`config.mk`:
```
export PLATFORM = sky130hd
export DESIGN_NAME = sram_host
export DESIGN_NICKNAME = d
export VERILOG_FILES = /design/src/rtl/sram_host_pkg.sv /design/src/rtl/sram_host_if.sv /design/src/rtl/interval_counter.sv /design/src/rtl/sram_host.sv
export SDC_FILE = /design/constraint.sdc
export NUM_CORES = 1
export LEC_CHECK = 0
export BUFFER_PORTS_ARGS = -buffer_cell sky130_fd_sc_hd__buf_2
export CELL_PAD_IN_SITES_DETAIL_PLACEMENT = 1
export CELL_PAD_IN_SITES_GLOBAL_PLACEMENT = 2
export CORE_ASPECT_RATIO = 1.2
export CORE_MARGIN = 1
export CORE_UTILIZATION = 30
export CTS_BUF_LIST = sky130_fd_sc_hd__clkbuf_4
export DETAILED_ROUTE_END_ITERATION = 16
export PLACE_DENSITY = 0.8
export SETUP_SLACK_MARGIN = 0.5
export SYNTH_ARGS = -nofsm -noshare
export SYNTH_HDL_FRONTEND = slang
export SYNTH_SLANG_ARGS = --single-unit
```
`constraint.sdc`:
```
create_clock -name clock -period 1.9 [get_ports clock]
set_input_delay 0.095 -clock clock [delete_from_list [all_inputs] [get_ports clock]]
set_output_delay 0.095 -clock clock [all_outputs]
set_load 0.05 [all_outputs]
```
`src/rtl/sram_host_pkg.sv`:
```
/*
  Constants shared by the asynchronous static memory host controller.
  Assumes a single 125 MHz clock and the memory wired straight to pins.
*/
package sram_host_pkg;

  // ****************************************************************
  // Widths and clock period
  // ****************************************************************
  localparam int ADDR_WIDTH = 17;
  localparam int DATA_WIDTH = 8;
  localparam int CLOCK_PERIOD_PS = 8000;

  // ****************************************************************
  // Pin timing in nanoseconds and derived cycle counts
  // ****************************************************************
  localparam int READ_CYCLE_NS = 45;
  localparam int ADDR_ACCESS_NS = 45;
  localparam int SELECT_ACCESS_NS = 45;
  localparam int ENABLE_ACCESS_NS = 22;
  localparam int WRITE_CYCLE_NS = 45;
  localparam int WRITE_PULSE_NS = 35;
  localparam int ADDR_TO_WRITE_END_NS = 35;
  localparam int DATA_SETUP_NS = 25;
  localparam int DRIVE_OFF_NS = 18;
  localparam int RECOVERY_NS = 45;
  localparam int POWER_DOWN_NS = 45;

  function automatic int ceilCycles(input int ns);
    int c;
    c = (ns * 1000 + CLOCK_PERIOD_PS - 1) / CLOCK_PERIOD_PS;
    return (c < 1) ? 1 : c;
  endfunction

  // Two extra cycles let returning data pass both capture flops.
  localparam int READ_CYCLES = ceilCycles(ADDR_ACCESS_NS) + 2;
  localparam int WRITE_CYCLES = ceilCycles(WRITE_PULSE_NS);
  localparam int DRIVE_OFF_CYCLES = ceilCycles(DRIVE_OFF_NS);
  localparam int RECOVERY_CYCLES = ceilCycles(RECOVERY_NS);
  localparam int COUNT_WIDTH = 4;

  // ****************************************************************
  // Sequencer states
  // ****************************************************************
  typedef enum logic [2:0] {
    IDLE = 3'b000,
    RECOVER = 3'b001,
    READ = 3'b010,
    WRITE = 3'b011,
    TURN = 3'b100
  } state_type;

endpackage

```
`src/rtl/sram_host_if.sv`:
```
/*
  Bundle between the sequencer and its interval counter.
  Assumes both ends share one clock.
*/
interface sram_host_if;
  logic load;
  logic [3:0] loadValue;
  logic done;
  modport seq (output load, output loadValue, input done);
  modport cnt (input load, input loadValue, output done);
endinterface

```
`src/rtl/interval_counter.sv`:
```
/*
  Down counter that times minimum intervals for the sequencer.
  Assumes load comes from logic on the same clock.
*/
module interval_counter (
  input wire logic clock,
  input wire logic nrst,
  sram_host_if.cnt ctl
);
  logic [3:0] count_reg;
  logic [3:0] count_next;

  assign count_next = ctl.load ? ctl.loadValue :
                      (count_reg != 4'h0) ? count_reg - 4'h1 : count_reg;
  // Done ignores load, so ready, take and load form no combinational loop.
  assign ctl.done = (count_reg == 4'h0);

  always_ff @(posedge clock or negedge nrst) begin
    if (!nrst) begin
      count_reg <= 4'h0;
    end else begin
      count_reg <= count_next;
    end
  end
endmodule // interval_counter

```
`src/rtl/sram_host.sv`:
```
/*
  Host controller for a 128K by 8 asynchronous static memory.
  Assumes the memory pins connect directly and the bench resolves the data
  wire from dataOe; supplyLow marks that the supply sits at retention level.
*/
// How it works
// 17-bit address, 8-bit two-way data bus.
// Select needs low select and high select.
// Memory floats bus when off or writing.
// Write: select with strobe low stores byte.
// Read: select, enable low, strobe high.
// Deselected memory idles in standby, keeps data.
// Data valid 45 ns after address.
// Old data held 10 ns after address.
// Data valid 45 ns after select.
// Data valid 22 ns after enable low.
// Standby reached 45 ns after deselect.
// Address stable 35 ns before write end.
// Address present by write start.
// Address may change at write end.
// Data driven 25 ns before write end.
// Wait 45 ns after supply recovery.
// Deselect before supply is lowered.
// Write is overlap of strobe and select.
// Selected, strobe and enable high: bus floats.
// Count cycles covering every minimum interval.
module sram_host (
  input wire logic clock,
  input wire logic nrst,
  input wire logic reqValid,
  output logic reqReady,
  input wire logic reqWrite,
  input wire logic [16:0] reqAddr,
  input wire logic [7:0] reqData,
  output logic rspValid,
  output logic [7:0] rspData,
  input wire logic supplyLow,
  output logic [16:0] memAddr,
  output logic selectActiveLowN,
  output logic selectActiveHigh,
  output logic outEnableN,
  output logic writeStrobeN,
  input wire logic [7:0] dataIn,
  output logic [7:0] dataOut,
  output logic dataOe
);
  sram_host_if tim ();
  sram_host_pkg::state_type state_reg;
  sram_host_pkg::state_type state_next;
  logic [16:0] addr_reg;
  logic [7:0] wdata_reg;
  logic [7:0] rdata_reg;
  logic rvalid_reg;
  logic [7:0] dataSync1_reg;
  logic [7:0] dataSync2_reg;
  logic [1:0] lowSync_reg;
  logic lowSeen_reg;
  logic start;
  logic selected;
  logic rdDone;

  // ****************************************************************
  // Pin input synchronisers
  // ****************************************************************
  always_ff @(posedge clock or negedge nrst) begin
    if (!nrst) begin
      dataSync1_reg <= 8'h00;
      dataSync2_reg <= 8'h00;
      lowSync_reg <= 2'b11;
    end else begin
      dataSync1_reg <= dataIn;
      dataSync2_reg <= dataSync1_reg;
      lowSync_reg <= {lowSync_reg[0], supplyLow};
    end
  end

  interval_counter u_counter (
    .clock(clock),
    .nrst(nrst),
    .ctl(tim.cnt)
  );

  // ****************************************************************
  // Sequencer
  // ****************************************************************
  // Supply is assumed low at reset, so the recovery wait always runs first.
  assign reqReady = (state_reg == sram_host_pkg::IDLE) && !lowSync_reg[1]
                    && !lowSeen_reg && tim.done;
  assign start = reqValid && reqReady;
  assign rdDone = (state_reg == sram_host_pkg::READ) && tim.done;

  always_comb begin
    state_next = state_reg;
    tim.load = 1'b0;
    tim.loadValue = 4'h0;
    case (state_reg)
      sram_host_pkg::IDLE: begin
        if (lowSeen_reg && !lowSync_reg[1]) begin
          state_next = sram_host_pkg::RECOVER;
          tim.load = 1'b1;
          tim.loadValue = 4'(sram_host_pkg::RECOVERY_CYCLES - 1);
        end else if (start && reqWrite) begin
          state_next = sram_host_pkg::WRITE;
          tim.load = 1'b1;
          tim.loadValue = 4'(sram_host_pkg::WRITE_CYCLES - 1);
        end else if (start) begin
          state_next = sram_host_pkg::READ;
          tim.load = 1'b1;
          tim.loadValue = 4'(sram_host_pkg::READ_CYCLES - 1);
        end
      end
      sram_host_pkg::RECOVER: begin
        if (tim.done) begin
          state_next = sram_host_pkg::IDLE;
        end
      end
      sram_host_pkg::READ: begin
        if (tim.done) begin
          state_next = sram_host_pkg::TURN;
          tim.load = 1'b1;
          tim.loadValue = 4'(sram_host_pkg::DRIVE_OFF_CYCLES - 1);
        end
      end
      sram_host_pkg::WRITE: begin
        if (tim.done) begin
          state_next = sram_host_pkg::IDLE;
        end
      end
      sram_host_pkg::TURN: begin
        // Lets the memory release the bus before any later write drives it.
        if (tim.done) begin
          state_next = sram_host_pkg::IDLE;
        end
      end
      default: begin
        state_next = sram_host_pkg::IDLE;
      end
    endcase
  end

  always_ff @(posedge clock or negedge nrst) begin
    if (!nrst) begin
      state_reg <= sram_host_pkg::IDLE;
      lowSeen_reg <= 1'b1;
    end else begin
      state_reg <= state_next;
      if (lowSync_reg[1]) begin
        lowSeen_reg <= 1'b1;
      end else if (state_reg == sram_host_pkg::RECOVER) begin
        lowSeen_reg <= 1'b0;
      end
    end
  end

  // ****************************************************************
  // Address, data and response registers
  // ****************************************************************
  always_ff @(posedge clock or negedge nrst) begin
    if (!nrst) begin
      addr_reg <= 17'h0_0000;
      wdata_reg <= 8'h00;
      rdata_reg <= 8'h00;
      rvalid_reg <= 1'b0;
    end else begin
      if (start) begin
        addr_reg <= reqAddr;
        wdata_reg <= reqData;
      end
      if (rdDone) begin
        rdata_reg <= dataSync2_reg;
      end
      rvalid_reg <= rdDone;
    end
  end

  // ****************************************************************
  // Memory pins
  // ****************************************************************
  // Address stays put after a cycle ends, which covers every hold time.
  assign selected = (state_reg == sram_host_pkg::READ) ||
                    (state_reg == sram_host_pkg::WRITE);
  assign memAddr = addr_reg;
  assign selectActiveLowN = !selected;
  assign selectActiveHigh = selected;
  assign outEnableN = !(state_reg == sram_host_pkg::READ);
  assign writeStrobeN = !(state_reg == sram_host_pkg::WRITE);
  assign dataOut = wdata_reg;
  assign dataOe = (state_reg == sram_host_pkg::WRITE);
  assign rspValid = rvalid_reg;
  assign rspData = rdata_reg;

  // ****************************************************************
  // Checks
  // ****************************************************************
  property p_writeLength;
    @(posedge clock) disable iff (!nrst)
      $fell(writeStrobeN) |-> !writeStrobeN [*5] ##1 writeStrobeN;
  endproperty
  a_writeLength: assert property (p_writeLength)
    else $error("Write strobe not held five cycles.");

  property p_dataWithStrobe;
    @(posedge clock) disable iff (!nrst)
      !writeStrobeN |-> dataOe && !selectActiveLowN &&
        ($fell(writeStrobeN) || $stable(dataOut));
  endproperty
  a_dataWithStrobe: assert property (p_dataWithStrobe)
    else $error("Write data not driven through the strobe.");

  property p_addrStable;
    @(posedge clock) disable iff (!nrst)
      !selectActiveLowN && !$fell(selectActiveLowN) |-> $stable(memAddr);
  endproperty
  a_addrStable: assert property (p_addrStable)
    else $error("Address moved while selected.");

  property p_noClash;
    @(posedge clock) disable iff (!nrst)
      !(dataOe && !outEnableN);
  endproperty
  a_noClash: assert property (p_noClash)
    else $error("Host drives while memory outputs enabled.");

  property p_readLength;
    @(posedge clock) disable iff (!nrst)
      $fell(outEnableN) |-> !outEnableN [*8] ##1 rspValid;
  endproperty
  a_readLength: assert property (p_readLength)
    else $error("Read did not last the access time.");

  property p_turnAround;
    @(posedge clock) disable iff (!nrst)
      $rose(outEnableN) |-> !dataOe [*3];
  endproperty
  a_turnAround: assert property (p_turnAround)
    else $error("Bus driven too soon after a read.");

  property p_selectPair;
    @(posedge clock) disable iff (!nrst)
      selectActiveHigh == !selectActiveLowN;
  endproperty
  a_selectPair: assert property (p_selectPair)
    else $error("Select pins disagree.");

  property p_supplyIdle;
    @(posedge clock) disable iff (!nrst)
      lowSync_reg[1] |-> selectActiveLowN || $past(lowSync_reg[1]) == 1'b0;
  endproperty
  a_supplyIdle: assert property (p_supplyIdle)
    else $error("Selected while supply low.");

  property p_recovery;
    @(posedge clock) disable iff (!nrst)
      $fell(lowSync_reg[1]) |-> !reqReady [*6];
  endproperty
  a_recovery: assert property (p_recovery)
    else $error("Ready before recovery time.");
endmodule // sram_host

```
==> summary.md, run 1 <==
| Metric | Value |
|---|---|
| P_leak | 1.99 nW |
| Number of distinct standard cells referenced by the synthesized netlist | 27 |
| Cell taking the most area after synthesis | dfrtp_1 |
| Largest net degree at the start of global routing | 34 |
| Worst rel slew slack | 0.546 |
| Synth Area per Inst | 15.1 sq um |
| Number of fill cells | 719 |
| Area of the core | 6980 sq um |
| Count of pins over their slew limit | 0 |
| Cell Area, Synth | 2200 sq um |
| Clock latency on the worst-skew pair | 0.38 ns |
| Kind of end point of the critical path | output pin |
| Post-route setup slack | -0.0342 ns |
| Total detailed-routing wirelength | 6.54 mm |
| DR WL/cell | 16.6 um |
| Warnings from Yosys | 0 |
| Number of port buffers | 77 |
| Endpoint of the most critical setup path | reqReady |
| Cell count after synthesis | 146 |
| Critical path cell sequence | or4_4 > buf_6 > nor3_4 > buf_6 |
| Global-route wire length before repair | 10.1 mm |
| Root Buffer | clkbuf_4 |
| Instance count on the critical path | 4 |
| Number of global-route vias before repair | 1947 |
| Die outline area | 7690 sq um |
| Source of the worst register-to-register timing path | lowSync_reg[1] |
| I/O Pins | 78 |
| Top cell family by delay on the critical path | simple AND/OR/NAND/NOR gates |
| Overall track demand over capacity in global routing | 0.183 |
| DRC marker count from the first detailed-route iteration | 72 |
| Die boundary width | 80.2 um |
| Endpoint of the most critical register-to-register path | memAddr[2] |
| Outcome | finished, violations left |
| Average vias per placed instance | 4.51 |
| Sequential share of the synthesized area | 0.684 |
| Hold WC Path Type | in -> reg |
| Post-layout min period | 1.93 ns |
| Fraction of layout instances using a drive strength above 1 | 0.603 |
| Top fanout value on the critical path | 2 |
| Drt first pass iters | 3 |
| Antenna violations before repair | 0 |
| Worst-case clock buffer depth | 2 |
| Num CTS Buffers | 9 |
| Drt drc | 0 |
| Remaining antenna violation count | 0 |
| Crit path launch type | register |
| Antenna diodes | 0 |
| Number of flip-flops under the largest register name | 17 |
| Final number of setup-violating endpoints | 5 |
| Final weighted congestion of routability-driven global placement | 0.783 |
| Worst Skew | 0.0119 ns |
| Total power per unit cell area | 1640 nW/um^2 |
| Floorplan die height | 95.9 um |
| Fraction of post-synthesis cell area in the top cell type by area | 0.648 |
| Worst slack on hold paths | 0.0763 ns |
| Period utilization | 1.02 |
| Overall power of the completed layout | 6.39 mW |
| Maxcap violations | 0 |
| Number of flip-flops and latches in the synthesized netlist | 60 |
| Final number of hold-violating endpoints | 0 |
| Layout overhead on the synthesized area | 77.3% |
| Highest clock rate | 517 MHz |
| FF-to-FF path depth | 5 |
| CTS Sinks | 60 |
| Floorplan row count | 33 |
| Biggest area contributors in the synthesized netlist | dfrtp_1, mux2_2, dfstp_2 |
| Data arrival, critical path | 1.84 ns |
| Register clock-pin slew on the reported worst setup and hold paths | 0.09 ns |
| Worst stage delay on the critical path | 0.57 ns |
| Worst reg-to-reg setup slack | -0.02 ns |
| Detailed placer's ending HPWL | 3.25 mm |
| Total number of H-tree levels | 3 |
| CTS tree | yes |
| Buffers plus inverters on the worst setup path | 2 |
| Synthesized net count | 186 |
| Setup TNS | -0.0575 ns |
| Via Count | 1778 |
| Crit-path most repeated cell | buf_6 |
| Path type of the worst setup path | reg -> out |
| Worst vdd ir | 0.932 mV |
| Slowest library cell on the worst path | or4_4 |
| Violated checks | setup timing |
| Unrepaired setup endpoints after global routing | true |
| NumNets Final | 343 |
| Initial Util | 0.316 |
| Total congestion overflow after global routing | 0 |
| Data required time at the worst endpoint | 1.80 ns |
| Worst setup path start | lowSync_reg[1] |
| Tightest Pin Transition | 0.681 ns |
==> layout make-up <==
type,count,area [sq um],area share
Clock buffer,9,67.6,0.0173
Clock inverter,6,80.1,0.0205
Inverter,8,30.0,0.00769
Multi-Input combinational cell,76,906,0.232
Sequential cell,60,1510,0.386
Tap cell,87,109,0.0279
Timing Repair Buffer,148,1210,0.309
==> cell usage after synthesis <==
| cell | number |
|---|---|
| dfrtp_1 | 57 |
| mux2_2 | 33 |
| inv_1 | 8 |
| nand2_1 | 7 |
| o21ai_0 | 6 |
| a21oi_1 | 3 |
| dfstp_2 | 3 |
| nand2b_1 | 3 |
| nor3_1 | 3 |
| a21o_1 | 2 |
| buf_6 | 2 |
| ha_1 | 2 |
| nand3b_1 | 2 |
| nor3b_1 | 2 |
| and2_1 | 1 |
| buf_2 | 1 |
| nand3_1 | 1 |
| nand4bb_1 | 1 |
| nor2_1 | 1 |
| nor2b_1 | 1 |
| nor3_4 | 1 |
| nor4_1 | 1 |
| o22ai_1 | 1 |
| o32ai_1 | 1 |
| or3_1 | 1 |
| or3b_2 | 1 |
| or4_1 | 1 |
==> how the worst min path moves through the flow <==
| stage | startpoint | to | slack (ns) | cells after the start |
|---|---|---|---|---|
| floorplan | nrst | dataOut[0] | -0.20 | 0 |
| global placement | nrst | u_counter.count_reg[3] | 0.18 | 1 |
| detailed placement | nrst | u_counter.count_reg[3] | 0.18 | 1 |
| CTS | reqWrite | state_reg[0] | 0.02 | 3 |
| global route | reqWrite | state_reg[0] | 0.05 | 3 |
| finish | reqWrite | u_counter.count_reg[0] | 0.08 | 4 |
==> cells by family after synthesis <==
group,Yosys count,share of synthesized area
flip-flops,60,0.684
multiplexers,33,0.169
AO/OA/AOI/OAI,13,0.0341
buffers and inverters,11,0.0261
adder cells (fa/ha/maj),2,0.0114
AND/OR/NAND/NOR,27,0.0761
==> what timing repair did <==
item / in CTS / in global routing
setup endpoints to repair: 46 / 46
setup buffers: 16 / 7
endpoints found under the hold margin: 59 / 0
hold buffers: 36 / 0
gates resized for setup: 75 / 19
cloned: 3 / 1
pin swaps: 5 / 6
==> layer usage <==
metal	routed length, um	track usage
met5	0	0
met4	129	0.0804
met3	253	0.0445
met2	3680	0.326
met1	2470	0.208
==> placed cells by master (no fill, tap or decap), drive strengths merged, types with 4 or more instances in the layout <==
| master | n |
|---|---|
| clkinv | 4 |
| inv | 8 |
| clkbuf | 9 |
| nand2 | 8 |
| dlygate4sd3 | 36 |
| nor3 | 4 |
| mux2 | 33 |
| o21ai | 6 |
| dfrtp | 57 |
| buf | 112 |
==> power by group <==
part           internal [mW]  switching [mW]  total [mW]
Combinational           1.38            2.07        3.45
Clock                  0.517           0.450       0.967
Sequential              1.70           0.274        1.98
Total                   3.60            2.79        6.39
==> worst reg2reg max path: cells and delay by family (launching register included) <==
kind / cells / cell delay (ns)
buf+inv: 2 / 0.31
flops: 1 / 0.39
mux: 1 / 0.31
simple gates: 2 / 0.81
==> through the flow <==
step / utilization / worst slack, ns / area, sq um / instances
after floorplan: - / -0.0973 / 2240 / 146
after global placement: 0.400 / 0.00101 / 2790 / 316
after detailed placement: 0.400 / -0.0552 / 2790 / 316
after CTS: 0.539 / -0.0770 / 3760 / 386
after global routing: 0.559 / -0.131 / 3900 / 394
final: 0.559 / -0.0342 / 3900 / 394
Note: power is estimated with default switching activity, not from simulation.
==> run 2: changes to the inputs <==
Settings changed: BUFFER_PORTS_ARGS -buffer_cell sky130_fd_sc_hd__buf_2 to -buffer_cell sky130_fd_sc_hd__clkbuf_2, MAX_ROUTING_LAYER from default to met4.
==> run 2 against run 1 <==
Combinational power fell by 7.0%. Maximum frequency fell by 4.4%. Count of clock-buffer cells in the layout did not move. Die area did not move. The run still ends with setup timing left. Via count fell by 1.8%. Final area fell by 3.3%. Core utilization fell by 1.9 points. Non-clock buffer count fell by 6. Worst hold slack got worse by 0.026 ns. Global-route usage fell by 1.2 points.
==> summary.md, run 2 (same netlist as run 1, synthesis figures left out) <==
| Metric | Value |
|---|---|
| Via Count | 1746 |
| Dpl ws | -0.0397 ns |
| Die outline area | 7690 sq um |
| Worst vdd ir | 0.956 mV |
| Tightest Pin Transition | 0.625 ns |
| Antenna diodes | 0 |
| Crit-path most repeated cell | buf_6 |
| Outcome | finished, violations left |
| WHS Path Cells | 3 |
| Unrepaired setup endpoints after global routing | true |
| Overall track demand over capacity in global routing | 0.171 |
| I/O Pins | 78 |
| Highest clock rate | 494 MHz |
| Worst slack on hold paths | 0.0498 ns |
| Buffers plus inverters on the worst setup path | 3 |
| Total number of H-tree levels | 3 |
| Critical path cell sequence | or4_4 > buf_6 > nor3_4 > buf_6 > clkbuf_16 > mux2_4 |
| Worst stage delay on the critical path | 0.53 ns |
| Final number of hold-violating endpoints | 0 |
| Die boundary width | 80.2 um |
| Kind of end point of the critical path | register |
| Instance count on the critical path | 6 |
| Hold WC Path Type | in -> reg |
| Num CTS Buffers | 9 |
| Root Buffer | clkbuf_4 |
| Worst-case clock buffer depth | 2 |
| DRC marker count from the first detailed-route iteration | 47 |
| Register cell area after layout | 1510 sq um |
| Largest net degree at the start of global routing | 35 |
| Detailed placer's ending HPWL | 3.28 mm |
| P_leak | 1.94 nW |
| Crit path launch type | register |
| FF-to-FF path depth | 6 |
| Data required time at the worst endpoint | 2.18 ns |
| NumNets Final | 337 |
| Drt drc | 0 |
| Period utilization | 1.07 |
| Initial Util | 0.316 |
| Area of the core | 6980 sq um |
| Worst rel slew slack | 0.583 |
| Top library cells by usage in the layout, fill and taps aside | clkbuf_2, dfrtp_1, dlygate4sd3_1, mux2_4, buf_4 |
| Antenna violations before repair | 0 |
| Register clock-pin slew on the reported worst setup and hold paths | 0.11 ns |
| Floorplan row count | 33 |
| Final weighted congestion of routability-driven global placement | 0.812 |
| Path type of the worst setup path | reg -> reg |
| Layout overhead on the synthesized area | 71.4% |
| Number of fill cells | 730 |
| Total area of multi-input combinational cells | 855 sq um |
| Number of flip-flops under the largest register name | 17 |
| Number of global-route vias before repair | 1864 |
| Total congestion overflow after global routing | 0 |
| Count of pins over their slew limit | 0 |
| CTS tree | yes |
| Top cell family by delay on the critical path | simple AND/OR/NAND/NOR gates |
| Top fanout value on the critical path | 6 |
| Average vias per placed instance | 4.49 |
| CTS Sinks | 60 |
| Fraction of layout instances using a drive strength above 1 | 0.593 |
| Drt first pass iters | 4 |
| Final number of setup-violating endpoints | 26 |
| DR WL/cell | 15.3 um |
| Slowest library cell on the worst path | or4_4 |
| Floorplan die height | 95.9 um |
| Worst Skew | 0.0113 ns |
| Clock latency on the worst-skew pair | 0.39 ns |
| Data arrival, critical path | 2.31 ns |
| Total power per unit cell area | 1570 nW/um^2 |
| Final standard cell count with taps included and fillers excluded | 389 |
| Remaining antenna violation count | 0 |
| Total detailed-routing wirelength | 5.96 mm |
| Post-layout min period | 2.02 ns |
| Number of port buffers | 77 |
| Violated checks | setup timing |
| Setup TNS | -2.70 ns |
| Post-route setup slack | -0.124 ns |
| Placed cells | 317 |
| Global-route wire length before repair | 9.28 mm |
| Leading cell type in the layout, fill and taps excluded | clkbuf_2 |
| Maxcap violations | 0 |
run 2: final cells by class:
cell class              instances  area share
clock buffers                   9      0.0179
clock inverters                 7      0.0113
inverters                       8     0.00796
multi-input cells              76       0.226
flip-flops and latches         60       0.399
well taps                      87      0.0288
repair buffers                142       0.309
run 2: path summary, 6_finish.rpt:
kind | start | endpoint | slack (ns)
max | state_reg[1] | memAddr[1] | -0.12
min | reqWrite | state_reg[0] | 0.05
max reg2reg | state_reg[1] | memAddr[1] | -0.12
min reg2reg | dataSync1_reg[3] | dataSync2_reg[3] | 0.35
max in group asynchronous | nrst | dataSync2_reg[4] | 1.05
min in group asynchronous | nrst | state_reg[2] | 0.24
run 2: stage by stage:
step | power [mW] | cell area [sq um] | utilization
6_report | 5.93 | 3770 | 0.541
3_5_place_dp | 4.56 | 2800 | 0.401
2_1_floorplan | 3.87 | 2240 | -
5_1_grt | 6.26 | 3770 | 0.541
3_3_place_gp | 4.51 | 2800 | 0.401
4_1_cts | 5.71 | 3550 | 0.509
run 2: timing repair:
action | in CTS | in global routing
pin swaps | 8 | 3
endpoints found under the setup margin | 46 | 47
setup buffers | 11 | 5
hold endpoints to repair | 58 | 0
resized for setup | 41 | 41
hold buffers | 36 | 0
cloned | 2 | 2
run 2: routing by layer:
layer / part of all wire / routed length (um) / GRT usage
met5: 0 / 0 / -
met4: 0.0079 / 47 / 0.0580
met3: 0.037 / 220 / 0.0483
met2: 0.55 / 3260 / 0.293
met1: 0.41 / 2440 / 0.191
run 2: tightest hold or removal path, cell delays in order:
cell and delay (ns):
clkbuf_2 0.12, a21oi_1 0.06, o22ai_2 0.12
run 2: report_power, final:
| group | internal, mW | switching, mW | leakage, nW | total (mW) |
|---|---|---|---|---|
| logic | 1.24 | 1.97 | 1.11 | 3.21 |
| clock network | 0.261 | 0.485 | 0.0595 | 0.746 |
| registers | 1.70 | 0.273 | 0.770 | 1.97 |
| total | 3.20 | 2.73 | 1.94 | 5.93 |
==> run 3: changes to the inputs <==
==> constraint.sdc (replaced) <==
create_clock -name clock -period 1.9 [get_ports clock]
set_input_delay 0.38 -clock clock [delete_from_list [all_inputs] [get_ports clock]]
set_output_delay 0.38 -clock clock [all_outputs]
set_load 0.05 [all_outputs]
==> run 3 against run 2 <==
The flow still finishes with violations (setup timing). Die area stayed put. Global-route usage is 0.41 points lower. Core utilization is 4.1 points higher. Critical path depth is 3 lower. Combinational power is 35% higher. Via count is 0.52% lower. Clock skew is 0.0043 ns higher. Total power is 26% higher.
==> summary.md, run 3 (same netlist as run 1, synthesis figures left out) <==
| Metric | Value |
|---|---|
| Critical path cell sequence | or4_4 > nor3_4 > buf_8 |
| Num CTS Buffers | 9 |
| Clock latency on the worst-skew pair | 0.40 ns |
| Die boundary width | 80.2 um |
| Data required time at the worst endpoint | 1.52 ns |
| Instance count on the critical path | 3 |
| Antenna violations before repair | 0 |
| FF-to-FF path depth | 10 |
| Maxcap violations | 0 |
| Startpoint of the lowest-slack hold path | supplyLow |
| Total area of multi-input combinational cells | 941 sq um |
| Detailed placer's ending HPWL | 3.29 mm |
| Buffers plus inverters on the worst setup path | 1 |
| Register cell area after layout | 1510 sq um |
| GRT met2 Usage | 0.274 |
| Post-detailed-placement cell area | 2830 sq um |
| Worst Skew | 0.0156 ns |
| CTS Sinks | 60 |
| DRC marker count from the first detailed-route iteration | 30 |
| Data arrival, critical path | 1.83 ns |
| WHS Path Cells | 1 |
| Overall track demand over capacity in global routing | 0.167 |
| CTS tree | yes |
| Violated checks | setup timing |
| Final Cell Area | 4060 sq um |
| Die outline area | 7690 sq um |
| Core occupancy in the finished layout | 0.582 |
| Crit path launch type | register |
| NumNets Final | 320 |
| Unrepaired setup endpoints after global routing | true |
| Via Count | 1737 |
| Total number of H-tree levels | 3 |
| Worst vdd ir | 1.02 mV |
| Dpl ws | -0.0644 ns |
| Average vias per placed instance | 4.67 |
| Overall power of the completed layout | 7.50 mW |
| Post-route setup slack | -0.308 ns |
| Slowest library cell on the worst path | or4_4 |
| Register clock-pin slew on the reported worst setup and hold paths | 0.11 ns |
| Initial Util | 0.316 |
| Source of the worst register-to-register timing path | u_counter.count_reg[1] |
| Number of flip-flops under the largest register name | 17 |
| Fraction of layout instances using a drive strength above 1 | 0.716 |
| Worst-case clock buffer depth | 2 |
| Hold WC Path Type | in -> reg |
| Worst rel slew slack | 0.788 |
| Drt drc | 0 |
| Period utilization | 1.16 |
| Final number of setup-violating endpoints | 35 |
| Setup TNS | -3.16 ns |
| Highest clock rate | 453 MHz |
| Total power per unit cell area | 1850 nW/um^2 |
| Final number of hold-violating endpoints | 0 |
| Floorplan row count | 33 |
| Count of pins over their slew limit | 0 |
| Worst reg-to-reg setup slack | -0.12 ns |
| Remaining antenna violation count | 0 |
| Layout overhead on the synthesized area | 84.4% |
| Worst stage delay on the critical path | 0.57 ns |
| Final weighted congestion of routability-driven global placement | 0.774 |
| Largest net degree at the start of global routing | 61 |
| Top library cells by usage in the layout, fill and taps aside | dfrtp_1, clkbuf_2, buf_8, mux2_4, buf_4 |
| Total congestion overflow after global routing | 0 |
| Floorplan die height | 95.9 um |
| Tightest Pin Transition | 0.315 ns |
| Outcome | finished, violations left |
| Drt first pass iters | 6 |
| Number of fill cells | 676 |
| Leading cell type in the layout, fill and taps excluded | dfrtp_1 |
| Grt peak-use layer | met2 |
| Top cell family by delay on the critical path | simple AND/OR/NAND/NOR gates |
| Kind of end point of the critical path | output pin |
| Total detailed-routing wirelength | 6.43 mm |
| P_leak | 2.02 nW |
| Worst setup path start | state_reg[1] |
| DR WL/cell | 17.3 um |
| Top fanout value on the critical path | 3 |
| Number of port buffers | 77 |
| Antenna diodes | 0 |
| Met3 layer usage reported by global route | 0.0427 |
| Path type of the worst setup path | reg -> out |
| Met1 capacity usage during global routing | 0.189 |
| Root Buffer | clkbuf_4 |
| I/O Pins | 78 |
| Number of global-route vias before repair | 1864 |
| Global-route wire length before repair | 8.98 mm |
| Post-layout min period | 2.21 ns |
| Area of the core | 6980 sq um |
## run 3: cell count changes in the layout (fill, tap and decap cells not counted), sizes merged
cell         before  now
buf              32   81
bufinv            0    2
clkbuf           83   52
clkinvlp          2    1
dlygate4sd3      36    1
inv               9    8
## run 3: area by class of cell
class	count	share of cell area
flip-flops and latches	60	0.371
repair buffers	125	0.321
multi-input cells	76	0.232
well taps	87	0.0268
clock inverters	7	0.0246
clock buffers	9	0.0166
inverters	8	0.00832
## run 3: final timing paths
check / endpoint
min in group asynchronous: dataOut[1]
hold / removal: lowSync_reg[0]
setup / recovery: reqReady
max in group asynchronous: lowSync_reg[1]
hold reg to reg: dataSync2_reg[5]
setup reg to reg: memAddr[3]
## run 3: per-stage QoR
| step | hold slack (ns) | cells |
|---|---|---|
| 3_3_place_gp | 0.334 | 318 |
| 2_1_floorplan | 0.0844 | 146 |
| 5_1_grt | 0.0266 | 372 |
| 4_1_cts | 0.0266 | 353 |
| 3_5_place_dp | 0.336 | 318 |
| 6_report | 0.0558 | 372 |
## run 3: routing by layer
| metal | vias up | wire length, um | share of wire |
|---|---|---|---|
| met4 | 0 | 102 | 0.016 |
| met1 | 885 | 2490 | 0.39 |
| li1 | 780 | - | - |
| met2 | 62 | 3530 | 0.55 |
| met5 | - | 0 | 0 |
| met3 | 10 | 306 | 0.048 |
## run 3: where the power goes
group / internal [mW] / switching (mW)
Clock: 0.542 / 0.519
Combinational: 2.19 / 2.14
Sequential: 1.70 / 0.409
## run 3: what timing repair did
action | CTS | global route
endpoints found under the hold margin | 57 | 0
pin swaps | 7 | 10
buffers inserted | 16 | 17
resized for setup | 127 | 66
hold buffers | 1 | 0
endpoints found under the setup margin | 80 | 80
cloned | 2 | 2
